<file path="config.mk">
export PLATFORM = sky130hd
export DESIGN_NAME = tcc_timer_unit
export DESIGN_NICKNAME = d
export VERILOG_FILES = /design/src/include/tcc_pkg.sv /design/src/verilog/tcc_timer_unit.sv /design/src/verilog/tcc_sync.sv
export SDC_FILE = /design/constraint.sdc
export NUM_CORES = 1
export LEC_CHECK = 0
export ABC_AREA = 1
export BUFFER_PORTS_ARGS = -buffer_cell sky130_fd_sc_hd__buf_2
export CELL_PAD_IN_SITES_DETAIL_PLACEMENT = 0
export CELL_PAD_IN_SITES_GLOBAL_PLACEMENT = 1
export CORE_ASPECT_RATIO = 1.2
export CORE_MARGIN = 4
export CORE_UTILIZATION = 40
export CTS_CLUSTER_SIZE = 14
export DETAILED_ROUTE_END_ITERATION = 10
export PLACE_DENSITY = 0.78
export SKIP_LAST_GASP = 1
export SLEW_MARGIN = 20
export SYNTH_ARGS = -nofsm -noshare
export SYNTH_HDL_FRONTEND = slang
export SYNTH_SLANG_ARGS = --single-unit
</file>
<file path="constraint.sdc">
create_clock -name clk -period 3.1 [get_ports clk]
set_input_delay 0.155 -clock clk [delete_from_list [all_inputs] [get_ports clk]]
set_output_delay 0.155 -clock clk [all_outputs]
set_load 0.01 [all_outputs]
</file>
<file path="src/include/tcc_pkg.sv">
package tcc_pkg;

	localparam int ADDR_W = 4;
	localparam int DATA_W = 8;
	localparam int CNT_W = 16;

	// Register offsets
	localparam logic [ADDR_W-1:0] OFF_CNT_LO = 4'h0;
	localparam logic [ADDR_W-1:0] OFF_CNT_HI = 4'h1;
	localparam logic [ADDR_W-1:0] OFF_CNT_CTL = 4'h2;
	localparam logic [ADDR_W-1:0] OFF_PAIR_LO = 4'h3;
	localparam logic [ADDR_W-1:0] OFF_PAIR_HI = 4'h4;
	localparam logic [ADDR_W-1:0] OFF_UNIT_CTL = 4'h5;
	localparam logic [ADDR_W-1:0] OFF_FLAGS = 4'h6;
	localparam logic [ADDR_W-1:0] OFF_IRQ_EN = 4'h7;
	localparam logic [ADDR_W-1:0] OFF_CORE_CTL = 4'h8;

	// Values after reset, and the all-ones counter value
	localparam logic [DATA_W-1:0] RST_BYTE = 8'h00;
	localparam logic [CNT_W-1:0] RST_WORD = 16'h0000;
	localparam logic [CNT_W-1:0] CNT_ALL_ONES = 16'hffff;

	// Writable bit masks
	localparam logic [DATA_W-1:0] CTL_WR_MASK = 8'hfd;
	localparam logic [DATA_W-1:0] UNIT_WR_MASK = 8'h3f;

	// Field positions
	localparam int FLAG_OVF_BIT = 0;
	localparam int FLAG_UNIT_BIT = 2;
	localparam int CORE_GIE_BIT = 7;
	localparam int CORE_PERIPHERAL_IRQ_ENABLE_BIT = 6;

	// Counter clock sources
	localparam logic [1:0] CLK_SEL_EXT = 2'h2;

	// Unit modes
	localparam logic [3:0] MODE_OFF = 4'h0;
	localparam logic [3:0] MODE_CMP_TOGGLE = 4'h2;
	localparam logic [3:0] MODE_CAP_FALL = 4'h4;
	localparam logic [3:0] MODE_CAP_RISE = 4'h5;
	localparam logic [3:0] MODE_CAP_RISE4 = 4'h6;
	localparam logic [3:0] MODE_CAP_RISE16 = 4'h7;
	localparam logic [3:0] MODE_CMP_SET = 4'h8;
	localparam logic [3:0] MODE_CMP_CLEAR = 4'h9;
	localparam logic [3:0] MODE_CMP_SOFT = 4'ha;
	localparam logic [3:0] MODE_CMP_SPECIAL = 4'hb;
	localparam logic [1:0] MODE_TOP_CAP = 2'h1;
	localparam logic [1:0] MODE_TOP_CMP = 2'h2;
	localparam logic [1:0] MODE_TOP_PWM = 2'h3;

	// Last edge count of the divided capture modes
	localparam logic [3:0] EDGE_LAST4 = 4'h3;
	localparam logic [3:0] EDGE_LAST16 = 4'hf;

	typedef struct packed {
		logic wr;
		logic rd;
		logic [ADDR_W-1:0] addr;
		logic [DATA_W-1:0] wdata;
	} tcc_bus_req_t;

	typedef struct packed {
		logic [1:0] counter_clock_select;
		logic [1:0] prescale;
		logic low_freq_osc_enable;
		logic sync_bypass;
		logic unused;
		logic counter_run;
	} tcc_ctl_t;

	typedef struct packed {
		logic [1:0] unused;
		logic [1:0] duty_low_bits;
		logic [3:0] unit_mode_field;
	} tcc_unit_ctl_t;

endpackage

</file>
<file path="src/verilog/tcc_timer_unit.sv">
// Design decisions made here: the plain strobed port and the placing of the registers.
`timescale 1ns/1ps
// Function
// Counter counts up, wraps all-ones to zero
// Every wrap sets the overflow flag
// Overflow interrupt needs run and three enables
// Software clears the overflow flag itself
// Software zeroes counter and flag first
// Sleep counting only in asynchronous external mode
// Overflow in sleep wakes the device
// Wake with global enable branches to vector
// Capture copies counter into the pair
// Compare match when counter equals pair
// Special event clears the whole counter
// Special event never sets overflow flag
// Pair acts as period in special mode
// Software keeps counter synchronous for special
// Counter write beats special event clear
// Mode zero turns unit off, resets it
// Falling edge and sixteenth rising capture codes
// Toggle mode inverts pin, sets flag
// Clear mode drives pin low, sets flag
// Soft mode only sets the flag
// Special mode flags, clears counter, starts conversion
// PWM mode with ten-bit duty cycle
// Rising edge and fourth rising capture codes
// Set mode drives pin high, sets flag
module tcc_timer_unit #(
	parameter int SYNC_STAGES = 2
) (
	input wire logic clk,
	input wire logic nrst,
	input wire tcc_pkg::tcc_bus_req_t bus_req,
	output logic [tcc_pkg::DATA_W-1:0] rd_data,
	input wire logic ext_clk_pin,
	input wire logic capture_pin,
	input wire logic sleep,
	input wire logic adc_enable,
	output logic irq,
	output logic wake,
	output logic vector_req,
	output logic adc_start,
	output logic unit_pin_out,
	output logic unit_pin_oe
);
	import tcc_pkg::*;

	function automatic logic is_compare(input logic [3:0] m);
		return (m == MODE_CMP_TOGGLE) || (m[3:2] == MODE_TOP_CMP);
	endfunction

	function automatic logic is_pwm(input logic [3:0] m);
		return m[3:2] == MODE_TOP_PWM;
	endfunction

	function automatic logic wr_hit(input tcc_bus_req_t r,
		input logic [ADDR_W-1:0] off);
		return r.wr && (r.addr == off);
	endfunction

	logic [1:0] pin_sync;
	logic ext_q, cap_q, next_ext, next_cap;
	logic [CNT_W-1:0] counter, next_counter;
	logic [2:0] pre_cnt, next_pre, pre_limit;
	tcc_ctl_t ctl, next_ctl;
	logic [DATA_W-1:0] flags, next_flags, irq_en, next_irq_en;
	logic [DATA_W-1:0] core_ctl, next_core_ctl, next_rd;
	tcc_unit_ctl_t unit_ctl, next_unit_ctl;
	logic [CNT_W-1:0] pair, next_pair;
	logic pin_q, next_pin, equal_q, next_equal;
	logic [3:0] edge_cnt, next_edge, edge_last, mode;
	logic next_wake, next_vector, next_adc;
	logic ext_rise, cap_rise, cap_fall, async_mode, can_run, step, tick;
	logic equal, match_evt, special, wr_cnt, ovf_evt, capture_evt;
	logic pwm_level, global_irq_enable, peripheral_irq_enable;

	initial
	begin
		if (SYNC_STAGES < 2)
			$error("SYNC_STAGES must be at least two");
	end

	tcc_sync #(
		.WIDTH(2),
		.STAGES(SYNC_STAGES)
	) u_sync (
		.clk(clk),
		.nrst(nrst),
		.din({ext_clk_pin, capture_pin}),
		.dout(pin_sync)
	);

	// Events of this cycle
	always_comb
	begin
		mode = unit_ctl.unit_mode_field;
		global_irq_enable = core_ctl[CORE_GIE_BIT];
		peripheral_irq_enable = core_ctl[CORE_PERIPHERAL_IRQ_ENABLE_BIT];
		next_ext = pin_sync[1];
		next_cap = pin_sync[0];
		ext_rise = pin_sync[1] && !ext_q;
		cap_rise = pin_sync[0] && !cap_q;
		cap_fall = !pin_sync[0] && cap_q;
		async_mode = (ctl.counter_clock_select == CLK_SEL_EXT)
			&& ctl.sync_bypass;
		can_run = !sleep || async_mode;
		step = ctl.counter_run && can_run
			&& (ctl.counter_clock_select[1] ? ext_rise : 1'b1);
		pre_limit = 3'((4'h1 << ctl.prescale) - 4'h1);
		tick = step && (pre_cnt == pre_limit);
		equal = counter == pair;
		match_evt = is_compare(mode) && equal && !equal_q;
		special = match_evt && (mode == MODE_CMP_SPECIAL);
		wr_cnt = wr_hit(bus_req, OFF_CNT_LO)
			|| wr_hit(bus_req, OFF_CNT_HI);
		ovf_evt = tick && (counter == CNT_ALL_ONES)
			&& !special && !wr_cnt;
		edge_last = (mode == MODE_CAP_RISE4) ? EDGE_LAST4 : EDGE_LAST16;
		case (mode)
			MODE_CAP_FALL: capture_evt = cap_fall;
			MODE_CAP_RISE: capture_evt = cap_rise;
			MODE_CAP_RISE4, MODE_CAP_RISE16:
				capture_evt = cap_rise && (edge_cnt == edge_last);
			default: capture_evt = 1'b0;
		endcase
		pwm_level = {pair[7:0], unit_ctl.duty_low_bits}
			> counter[9:0];
	end

	// Counter and prescaler
	always_comb
	begin
		next_counter = counter;
		next_pre = pre_cnt;
		if (step)
			next_pre = tick ? 3'h0 : pre_cnt + 3'h1;
		if (wr_cnt)
		begin
			next_pre = 3'h0;
			if (bus_req.addr == OFF_CNT_LO)
				next_counter[7:0] = bus_req.wdata;
			else
				next_counter[15:8] = bus_req.wdata;
		end
		else if (special)
			next_counter = RST_WORD;
		else if (tick)
			next_counter = counter + 16'h0001;
	end

	always_ff @(posedge clk)
	begin
		if (!nrst)
		begin
			counter <= RST_WORD;
			pre_cnt <= 3'h0;
			ext_q <= 1'b0;
			cap_q <= 1'b0;
		end
		else
		begin
			counter <= next_counter;
			pre_cnt <= next_pre;
			ext_q <= next_ext;
			cap_q <= next_cap;
		end
	end

	// Control, flag and enable registers
	always_comb
	begin
		next_ctl = ctl;
		next_flags = flags;
		next_irq_en = irq_en;
		next_core_ctl = core_ctl;
		if (wr_hit(bus_req, OFF_CNT_CTL))
			next_ctl = bus_req.wdata & CTL_WR_MASK;
		if (wr_hit(bus_req, OFF_IRQ_EN))
			next_irq_en = bus_req.wdata;
		if (wr_hit(bus_req, OFF_CORE_CTL))
			next_core_ctl = bus_req.wdata;
		if (wr_hit(bus_req, OFF_FLAGS))
			next_flags = bus_req.wdata;
		if (ovf_evt)
			next_flags[FLAG_OVF_BIT] = 1'b1;
		if (match_evt || capture_evt)
			next_flags[FLAG_UNIT_BIT] = 1'b1;
	end

	always_ff @(posedge clk)
	begin
		if (!nrst)
		begin
			ctl <= RST_BYTE;
			flags <= RST_BYTE;
			irq_en <= RST_BYTE;
			core_ctl <= RST_BYTE;
		end
		else
		begin
			ctl <= next_ctl;
			flags <= next_flags;
			irq_en <= next_irq_en;
			core_ctl <= next_core_ctl;
		end
	end

	// Capture/compare/PWM unit
	always_comb
	begin
		next_unit_ctl = unit_ctl;
		next_pair = pair;
		next_pin = pin_q;
		next_edge = edge_cnt;
		next_equal = equal && is_compare(mode);
		if (wr_hit(bus_req, OFF_UNIT_CTL))
		begin
			next_unit_ctl = bus_req.wdata & UNIT_WR_MASK;
			next_edge = 4'h0;
		end
		else if (cap_rise && ((mode == MODE_CAP_RISE4)
			|| (mode == MODE_CAP_RISE16)))
			next_edge = (edge_cnt == edge_last) ? 4'h0 : edge_cnt + 4'h1;
		if (wr_hit(bus_req, OFF_PAIR_LO))
			next_pair[7:0] = bus_req.wdata;
		if (wr_hit(bus_req, OFF_PAIR_HI))
			next_pair[15:8] = bus_req.wdata;
		if (capture_evt)
			next_pair = counter;
		if (is_pwm(mode))
			next_pin = pwm_level;
		else if (match_evt)
		begin
			case (mode)
				MODE_CMP_TOGGLE: next_pin = !pin_q;
				MODE_CMP_SET: next_pin = 1'b1;
				MODE_CMP_CLEAR: next_pin = 1'b0;
				default: next_pin = pin_q;
			endcase
		end
		if (mode == MODE_OFF)
		begin
			next_pin = 1'b0;
			next_edge = 4'h0;
			next_equal = 1'b0;
		end
	end

	always_ff @(posedge clk)
	begin
		if (!nrst)
		begin
			unit_ctl <= RST_BYTE;
			pair <= RST_WORD;
			pin_q <= 1'b0;
			edge_cnt <= 4'h0;
			equal_q <= 1'b0;
		end
		else
		begin
			unit_ctl <= next_unit_ctl;
			pair <= next_pair;
			pin_q <= next_pin;
			edge_cnt <= next_edge;
			equal_q <= next_equal;
		end
	end

	// Wake, vector, conversion start and read data
	always_comb
	begin
		next_wake = sleep && ovf_evt && ctl.counter_run
			&& irq_en[FLAG_OVF_BIT] && peripheral_irq_enable && ctl.sync_bypass;
		next_vector = next_wake && global_irq_enable;
		next_adc = special && adc_enable;
		next_rd = RST_BYTE;
		if (bus_req.rd)
		begin
			case (bus_req.addr)
				OFF_CNT_LO: next_rd = counter[7:0];
				OFF_CNT_HI: next_rd = counter[15:8];
				OFF_CNT_CTL: next_rd = ctl;
				OFF_PAIR_LO: next_rd = pair[7:0];
				OFF_PAIR_HI: next_rd = pair[15:8];
				OFF_UNIT_CTL: next_rd = unit_ctl;
				OFF_FLAGS: next_rd = flags;
				OFF_IRQ_EN: next_rd = irq_en;
				OFF_CORE_CTL: next_rd = core_ctl;
				default: next_rd = RST_BYTE;
			endcase
		end
	end

	always_ff @(posedge clk)
	begin
		if (!nrst)
		begin
			wake <= 1'b0;
			vector_req <= 1'b0;
			adc_start <= 1'b0;
			rd_data <= RST_BYTE;
		end
		else
		begin
			wake <= next_wake;
			vector_req <= next_vector;
			adc_start <= next_adc;
			rd_data <= next_rd;
		end
	end

	assign irq = global_irq_enable && peripheral_irq_enable && ((flags[FLAG_OVF_BIT]
		&& irq_en[FLAG_OVF_BIT] && ctl.counter_run)
		|| (flags[FLAG_UNIT_BIT] && irq_en[FLAG_UNIT_BIT]));
	assign unit_pin_out = pin_q;
	assign unit_pin_oe = is_compare(mode) || is_pwm(mode);
endmodule

</file>
<file path="src/verilog/tcc_sync.sv">
`timescale 1ns/1ps
module tcc_sync #(
	parameter int WIDTH = 2,
	parameter int STAGES = 2
) (
	input wire logic clk,
	input wire logic nrst,
	input wire logic [WIDTH-1:0] din,
	output logic [WIDTH-1:0] dout
);
	logic [WIDTH-1:0] stage [STAGES];
	logic [WIDTH-1:0] next_stage [STAGES];

	initial
	begin
		if (STAGES < 2)
			$error("tcc_sync needs at least two stages");
	end

	always_comb
	begin
		next_stage[0] = din;
		for (int i = 1; i < STAGES; i++)
			next_stage[i] = stage[i-1];
	end

	always_ff @(posedge clk)
	begin
		for (int i = 0; i < STAGES; i++)
		begin
			if (!nrst)
				stage[i] <= '0;
			else
				stage[i] <= next_stage[i];
		end
	end

	assign dout = stage[STAGES-1];
endmodule

</file>
Word level (Yosys, flattened, before mapping)
Memories as Yosys holds them, arrays and structs flattened.
Cells that the tools add are included.
{"block": "word_totals", "reg_bits": 91, "ram_bits": 4, "in_bits": 20, "word_cells": 153, "memories": 1}
{"memory": "u_sync.stage", "words": 2, "width": 2, "read_ports": 2, "rd_ports_with_merged_regs": 0, "wr": 2, "line": "tcc_sync.sv:11", "rtl": "logic [WIDTH-1:0] stage [STAGES];"}
{"block": "classes", "n_addsub": 4, "magnitude_cmp": 1, "eq_ne": 25, "shift": 1, "mux": 24, "n_bitwise": 3, "reduce_logical": 68}
{"cell": "$pmux 8 s9", "count": 1}
{"cell": "$mux 16", "count": 4}
{"cell": "$logic_and 1x1->1", "count": 36}
{"cell": "$eq 4x3->1 const B", "count": 8}
{"cell": "$mux 8", "count": 4}
{"cell": "$add 16x1->16 const B", "count": 1}
{"cell": "$eq 16x16->1", "count": 1}
{"cell": "$eq 16x16->1 const B", "count": 1}
{"cell": "$eq 4x4->1 const B", "count": 4}
{"cell": "$eq 4x2->1 const B", "count": 3}
{"cell": "$gt 10x10->1", "count": 1}
{"cell": "$reduce_bool 2->1", "count": 5}
{"cell": "$logic_not 1->1", "count": 8}
{"cell": "$logic_not 4->1", "count": 2}
{"cell": "$mux 4", "count": 2}
{"cell": "$reduce_and 2->1", "count": 4}
{"cell": "$logic_or 1x1->1", "count": 7}
{"cell": "$mux 1", "count": 7}
{"cell": "$eq 2x2->1 const B", "count": 3}
{"cell": "$mux 3", "count": 2}
{"cell": "$pmux 1 s3", "count": 2}
{"cell": "$reduce_or 2->1", "count": 3}
{"cell": "$add 4x1->4 const B", "count": 1}
{"cell": "$eq 4x1->1 const B", "count": 1}
{"cell": "other kinds (13)", "count": 15}

Logic depth before layout (Yosys ltp)
Gate-level depths: netlist of the first run.
{"block": "logic_depth", "ltp_word": 15, "depth_mapped": 15, "depth_no_buf": 13}

Modules after synthesis
Synthesis of the first run repeated with hierarchy kept, for this count alone.
{"block": "hier_totals", "hier_cells": 852, "hier_area_um2": 5484.0}
{"module": "tcc_timer_unit", "instances": 1, "cells_per_inst": 840, "area_each_um2": 5373.9, "seq_area_each_um2": 1821.7}
{"module": "tcc_sync", "instances": 1, "cells_per_inst": 12, "area_each_um2": 110.1, "seq_area_each_um2": 80.1}

Least setup slack after synthesis of the first run
Ideal clock, no wire load.
{"block": "synth_timing", "path_type": "register to register", "from": "reg unit_ctl (netlist bit mode[2])", "to": "reg pair[4]", "setup_ps": 110, "arrival_ps": 1607, "t_required_ps": 2990, "setup_slack_ps": 1383, "stages_incl_launch_ff": 14, "path_cell_list": "dfxtp_1 inv_2 nor2_8 nand2_2 or2_4 nor2_4 nand2_2 nand2_4 nand2_4 buf_6 nand3_1 nand3_1 nand2_1 inv_1"}
{"block": "synth_via", "elab_chain_cells": 6, "elab_cells_between_ends": 11}
{"element": "start: declaration", "line": "tcc_timer_unit.sv:68", "rtl": "tcc_unit_ctl_t unit_ctl, next_unit_ctl;"}
{"element": "start signal: assignment", "line": "tcc_timer_unit.sv:261", "rtl": "unit_ctl <= next_unit_ctl;"}
{"element": "$eq 4x3->1", "line": "tcc_timer_unit.sv:118, tcc_timer_unit.sv:119"}
{"element": "$mux 4", "line": "tcc_timer_unit.sv:118", "rtl": "edge_last = (mode == MODE_CAP_RISE4) ? EDGE_LAST4 : EDGE_LAST16;"}
{"element": "$eq 4x4->1", "line": "tcc_timer_unit.sv:123", "rtl": "capture_evt = cap_rise && (edge_cnt == edge_last);"}
{"element": "$logic_and 1x1->1", "line": "tcc_timer_unit.sv:123"}
{"element": "$pmux 1 s3 (*)", "line": "tcc_timer_unit.sv:119", "rtl": "case (mode)"}
{"element": "$mux 16 or $reduce_bool 2->1 (tied branches)"}
{"element": "end signal: assignment", "line": "tcc_timer_unit.sv:262", "rtl": "pair <= next_pair;"}
{"element": "end: declaration", "line": "tcc_timer_unit.sv:69", "rtl": "logic [CNT_W-1:0] pair, next_pair;"}
Every way passes the cells marked *; elsewhere a longest branch is shown, timed or not.
A chain may end at the register's enable or synchronous reset.

Worst setup path after layout of the first run
Same ends and word-level chain as after synthesis.

==> reports/metrics.cfg, run 1 <==
[cts]
clock-sinks=95
cts_htree_levels=3
tritoncts=yes
cts_root_buf=clkbuf_16
cts_buffers=9
clk_latency_ns=0.35
path_clk_slew_ns=0.07
clk_path_buf_depth=2
cts_resized=0

[placed_design]
place_hpwl_mm=14.5
port_buffers=33
globalplace.congestion=0.921

[logic_synthesis]
synth_xor_area_share_pct=2.57
synthAdderAreaFrac_pct=2.98
synth.distinct_cells=40
ys_seq_elements=95
synth_nets=880
synthMuxAreaShare_pct=0
yosys.area_share.simple_pct=34.8
yosys-top-cells-area=dfxtp_1 35%, nand2_1 14%, nand3_1 9.3%
synth_top_area_share_pct=34.9
syn_area_sq_mm=0.00546
syn_avg_cell_area_sq_um=6.44
yosys.area.top_type=dfxtp_1
syn_inst=847
synth_warnings=0
synth_top_family_by_area=simple AND/OR/NAND/NOR gates
synth_compound_area_share_pct=13.6
yosysSeqAreaShare_pct=34.9

[global_routing]
grt_pass1_vias=5178
met2_usage_pct=39.9
antenna_found_initial=0
met3_usage_pct=4.41
grt_pass1_wl_mm=30.0
top_usage_layer=met2
grt_use_total_pct=25.3
grt_max_degree=46
gr-total-overflow=0
use_met1_pct=33.4

[pwr]
vdd.ir_drop.worst_mv=0.261
powerDensity_mw_per_mm2=452
p_leak_nw=2.91
p_total_mw=2.75

[floorplanning]
die_height_microns=136
ios=34
rows=46
start_util_pct=41.0
core_sq_mm=0.0133
dieWidth_microns=115
dieArea_sq_mm=0.0156

[critical_path]
slowest_stage=dfxtp_1
critical_path_class=flop to flop
cp_data_arrival_time_ns=2.63
path_cells=inv_2, nor2_8, nand2_2, or2_4, nor2_4, nand2_2, nand2_4, nand2_4, nand3_1, nand3_1, nand2_1, inv_1
slowest_delay_ns=0.40
cp_max_fo=33
worst_setup_path_start_kind=flop
endpoint_kind=flop
cp_data_required_time_ns=3.35

[timing]
skew_ns=0.00969
rsz0062_at_grt=false
hold_violations=0
slew_violations=0
tns_ns=0
fmax_mhz=420
setup_viol=0
fin_crit_sh_pct=76.7
worst-slew-pin-transition_ns=0.570
maxSlewHeadroom_pct=62.0
finalCriticalPeriod_ns=2.38

[routing]
vias=5682
drtIter0Drc=627
detail-route-antenna-nets=0
remaining_drc_errors=0
first_pass_iters=5
viasPerCell=5.42
wl_per_cell_microns=18.5
wl_mm=19.4

[worst_hold_path]
min_path_type=primary input to flop

[layout]
fill_cells=1388
utilization_pct=45.8
drive_gt1_share_pct=8.74
antenna_cells=0
syn_to_final_growth_pct=11.5
nets=909

[outcome]
status=finished clean

[flow_run]
maxCapViolCount=0

cells in the mapped netlist (all sizes together):
cell and instances:
nor4 2, a31oi 4, or4 1, o22ai 17
xnor2 6, inv 125, buf 12, clkbuf 13
o211ai 4, o311a 1, dfxtp 95, nand3b 1
o21ai 47, nand2 214, a21oi 51, nor2 96
a221oi 6, or2 3, nor3 15, o2111a 1
nand3 102, xor2 10, o31ai 1, nand4 5
a41oi 1, clkinv 1, ha 13
worst max-delay path: cells and delay by family (launching register included):
family,cells,cell delay [ns]
DFF,1,0.40
and+or+nand+nor,10,1.70
buffers and inverters,2,0.16
through the flow:
step	setup WS [ns]	cell area [sq um]	hold WS (ns)	std cells
after floorplan	1.38	5460	0.253	847
after global placement	0.758	5750	0.342	1031
after detailed placement	0.766	5750	0.341	1031
after CTS	0.751	6080	0.0201	1049
after global routing	0.478	6080	0.0367	1049
final	0.721	6080	0.0244	1049
logic make-up (layout without fill, tap and decap cells):
family,after synthesis,count (layout)
xor+xnor,16,16
buf+inv,151,185
simple gates,439,439
fa+ha+maj,13,13
compound gates,133,133
flops,95,95
registers in the layout, indices dropped and copies added, names as in the netlist:
register,count
pre_cnt,3
pair,16
counter,16
wake,1
flags,8
rd_data,8
vector_req,1
equal_q,1
cap_q,1
irq_en,8
edge_cnt,4
mode,4
ctl,7
u_sync.stage,4
core_ctl,8
unit_pin_out,1
unit_ctl,2
ext_q,1
adc_start,1
cell type report:
class	count	area [sq um]	share of cell area, %
clock inverter	6	72.6	1.19
multi-input combinational	601	2940	48.4
tap	168	210	3.45
timing repair buffer	43	245	4.03
sequential	95	1900	31.3
clock buffer	10	239	3.93
inverter	126	473	7.77
layer usage:
layer,vias up,share of wire (%)
li1,2802,-
met1,2590,43
met2,238,45
met3,52,7.5
met4,0,4.6
met5,-,0
final timing paths:
path	endpoint	startpoint	slack [ns]	cells after the start
max	pair[4]	mode[2]	0.72	12
min	adc_start	adc_enable	0.02	3
max reg2reg	pair[4]	mode[2]	0.72	12
min reg2reg	u_sync.stage[1][0]	u_sync.stage[0][0]	0.42	2
where the power goes:
| group | internal, mW | switching, mW |
|---|---|---|
| Combinational | 0.0853 | 0.207 |
| Clock | 0.659 | 0.526 |
| Sequential | 1.25 | 0.0291 |
| Total | 1.99 | 0.761 |
repair_timing:
action | 4_1_cts | 5_1_grt
endpoints found under the hold margin | 2 | 0
setup buffers | 0 | 0
hold buffers | 2 | 0
cells in the final DEF, fill, tap and decap left out, types with 2 or more instances in the layout:
master         synthesis  final
buf_2                  2     33
o211ai_1               4      4
nand3_1              101    101
a31oi_1                4      4
or2_2                  2      2
nor3_1                14     14
clkbuf_16              0      9
a21oi_1               51     51
buf_4                  1      8
inv_1                120    120
nand2_4                3      3
dlygate4sd3_1          0      2
ha_1                  13     13
inv_6                  0      3
nand2_2                4      4
o21ai_0               46     46
a221oi_1               6      6
dfxtp_1               95     95
nor2_1                93     93
nor4_1                 2      2
inv_2                  5      5
nand2_1              207    207
nand4_1                5      5
o22ai_1               17     17
xor2_1                10     10
xnor2_1                6      6
Note: power is estimated with default switching activity, not from simulation.
==> inputs of run 2 (changes only) <==
ABC_AREA = 0   (was 1)
PLACE_DENSITY = 0.76   (was 0.78)
clock period = 2.06 ns   (was 3.1 ns; I/O delays follow)
==> run 2 against run 1 <==
The run now ends with setup timing left; synthesized cell count down 26%; hold slack better by 0.071 ns; via count fell by 7.2%; power is 43% higher; fmax increased by 12%; highest routed layer unchanged; clock power rose by 42%; clock skew decreased by 0.0013 ns; register-to-register slack got worse by 0.78 ns; critical path type unchanged; sequential power rose by 47%; clock-buffer cell count did not move.
==> reports/metrics.cfg, run 2 <==
[layout]
utilization_pct=51.8
final_cell_mix=101 x buf_4, 81 x dfxtp_1, 72 x nand2_1
syn_to_final_growth_pct=27.2
multi_input_area_sq_mm=0.00339
instances_no_fill=909
fill_cells=1266
seqCellArea_sq_mm=0.00192
drive_gt1_share_pct=29.0
layout_commonest_cell=buf_4
nets=769
top_regs=counter: 16 flops, pair: 16 flops
antenna_cells=0

[routing]
first_pass_iters=7
drtIter0Drc=453
wl_per_cell_microns=21.1
detail-route-antenna-nets=0
wl_mm=19.2
vias=5273
viasPerCell=5.80
remaining_drc_errors=0

[cts]
cts_htree_levels=3
path_clk_slew_ns=0.07
clk_path_buf_depth=2
tritoncts=yes
clock-sinks=95
cts_root_buf=clkbuf_16
cts_buffers=9
clk_latency_ns=0.34

[critical_path]
endpoint_kind=flop
path_cells=xnor2_2, nand4_1, or4_4, o21a_4, or2_4, o311a_1, o21a_1
r2r_slack_ns=-0.06
cp_data_arrival_time_ns=2.35
cp_data_required_time_ns=2.29
cp_max_fo=6
slowest_stage=or4_4
critPathLaunch=counter[4]
cp_top_family=simple AND/OR/NAND/NOR gates
worst_setup_path_start_kind=flop
timing.rr.start=counter[4]
slowest_delay_ns=0.56
critical_path_class=flop to flop
cp.buffers_inverters=0

[pwr]
p_int_mw=2.95
seqPwrFrac_pct=47.6
p_sw_share_pct=25.0
p_leak_nw=2.92
powerDensity_mw_per_mm2=574
combPwrFrac_pct=9.9
switchingPower_uw=985
p_clk_share_pct=42.4
vdd.ir_drop.worst_mv=0.379

[outcome]
violations=setup timing
status=finished, violations left

[global_routing]
grt_max_degree=34
antenna_found_initial=0
grt_pass1_vias=5193
gr-total-overflow=0
grt_pass1_wl_mm=29.5
grt_use_total_pct=25.1

[placed_design]
globalplace.congestion=1.00
place_hpwl_mm=14.4
port_buffers=33
post-place-cells=884

[flow_run]
maxCapViolCount=0

[logic_synthesis]
syn_inst=630
syn_avg_cell_area_sq_um=8.56
yosys-top-cells-area=dfxtp_1 35%, mux2i_1 7.4%, nand2_1 5.1%
synth_top_area_share_pct=35.3
synth_warnings=0
ys.flop_type=dfxtp_1
synth.distinct_cells=67
yosysSeqAreaShare_pct=35.3
synth_common_cells=95 x dfxtp_1, 73 x nand2_1, 41 x nor2_1
synth.most_common_cell=dfxtp_1
syn_area_sq_mm=0.00539
ys_seq_elements=95
synth-async-reset-ratio_pct=0
synth_nets=663
synth_edf_count=0
yosys.area.top_type=dfxtp_1

[timing]
fin_crit_sh_pct=103
skew_ns=0.00839
finalWorstSetupSlack_ns=-0.0570
maxSlewHeadroom_pct=52.5
setup_viol=11
worst-slew-pin-transition_ns=0.703
hold_violations=0
fmax_mhz=472
slew_violations=0
rsz0062_at_grt=true
finalCriticalPeriod_ns=2.12

[floorplanning]
core_sq_mm=0.0132
dieWidth_microns=114
dieArea_sq_mm=0.0154
die_height_microns=135
start_util_pct=40.7
rows=46
ios=34

[worst_hold_path]
min_from=sleep
min_path_type=primary input to flop

-- run 2: changes by cell type after synthesis, moves of 17 or more --
cell,change
nand2_1,-134
inv_1,-102
nand3_1,-80
nor2_1,-52
mux2i_1,+40
nor2b_1,+28
a21oi_1,-25
a21boi_0,+22
o211a_1,+17
-- run 2: area by class of cell --
type,count,area share [%]
Clock buffer,10,3.34
Clock inverter,6,0.894
Inverter,18,0.985
Multi-Input combinational cell,474,49.5
Sequential cell,95,28.0
Tap cell,168,3.07
Timing Repair Buffer,138,14.2
-- run 2: through the flow --
stage               setup TNS, ns  instance area (sq um)  power (mW)  setup WS (ns)  hold slack, ns
finish                     -0.236                   6860        3.94        -0.0570          0.0956
global route                -1.32                   6860        4.06         -0.103          0.0989
global placement            -2.39                   6320        2.27         -0.208           0.308
floorplan                       0                   5390        2.12         0.0113           0.230
detailed placement          -2.47                   6320        2.28         -0.217           0.313
CTS                        -0.433                   6760        3.94        -0.0743          0.0326
-- run 2: cells by family after synthesis --
kind of cell	share of synthesized area, %
and+or+nand+nor	21.1
DFF	35.3
xor gates and xnor gates	3.85
buffers and inverters	4.73
muxes	10.8
adders and majority gates	3.02
AOI/OAI and AO/OA	21.2
-- run 2: what timing repair did --
item                                    CTS  global route
resized for setup                        25            23
hold buffers                              3             0
setup buffers                             3             3
pin swaps                                18             9
endpoints found under the setup margin   18            41
endpoints found under the hold margin     3             0
-- run 2: power groups by stage --
stage / combinational (mW) / clock, mW / sequential [mW]
floorplan: 0.213 / 0 / 1.91
global placement: 0.359 / 0 / 1.91
detailed placement: 0.361 / 0 / 1.92
CTS: 0.375 / 1.69 / 1.87
global route: 0.417 / 1.77 / 1.87
finish: 0.391 / 1.67 / 1.87
-- run 2: routing by layer --
| layer | track usage [%] | part of all wire (%) | vias up |
|---|---|---|---|
| li1 | - | - | 2476 |
| met1 | 30.4 | 40 | 2541 |
| met2 | 41.6 | 48 | 200 |
| met3 | 4.29 | 6.1 | 56 |
| met4 | 14.4 | 5.6 | 0 |
| met5 | 0 | 0 | - |
-- run 2: final timing paths --
| check | endpoint | cells after the start |
|---|---|---|
| setup / recovery | counter[15] | 7 |
| setup reg to reg | counter[15] | 7 |
| hold reg to reg | u_sync.stage[1][0] | 1 |
| hold / removal | wake | 3 |
-- run 2: worst reg2reg max path, stage by stage (launching register included) --
cell and delay [ns]:
dfxtp_2 0.34, xnor2_2 0.16, nand4_1 0.14, or4_4 0.56, o21a_4 0.27, or2_4 0.26, o311a_1 0.12, o21a_1 0.17
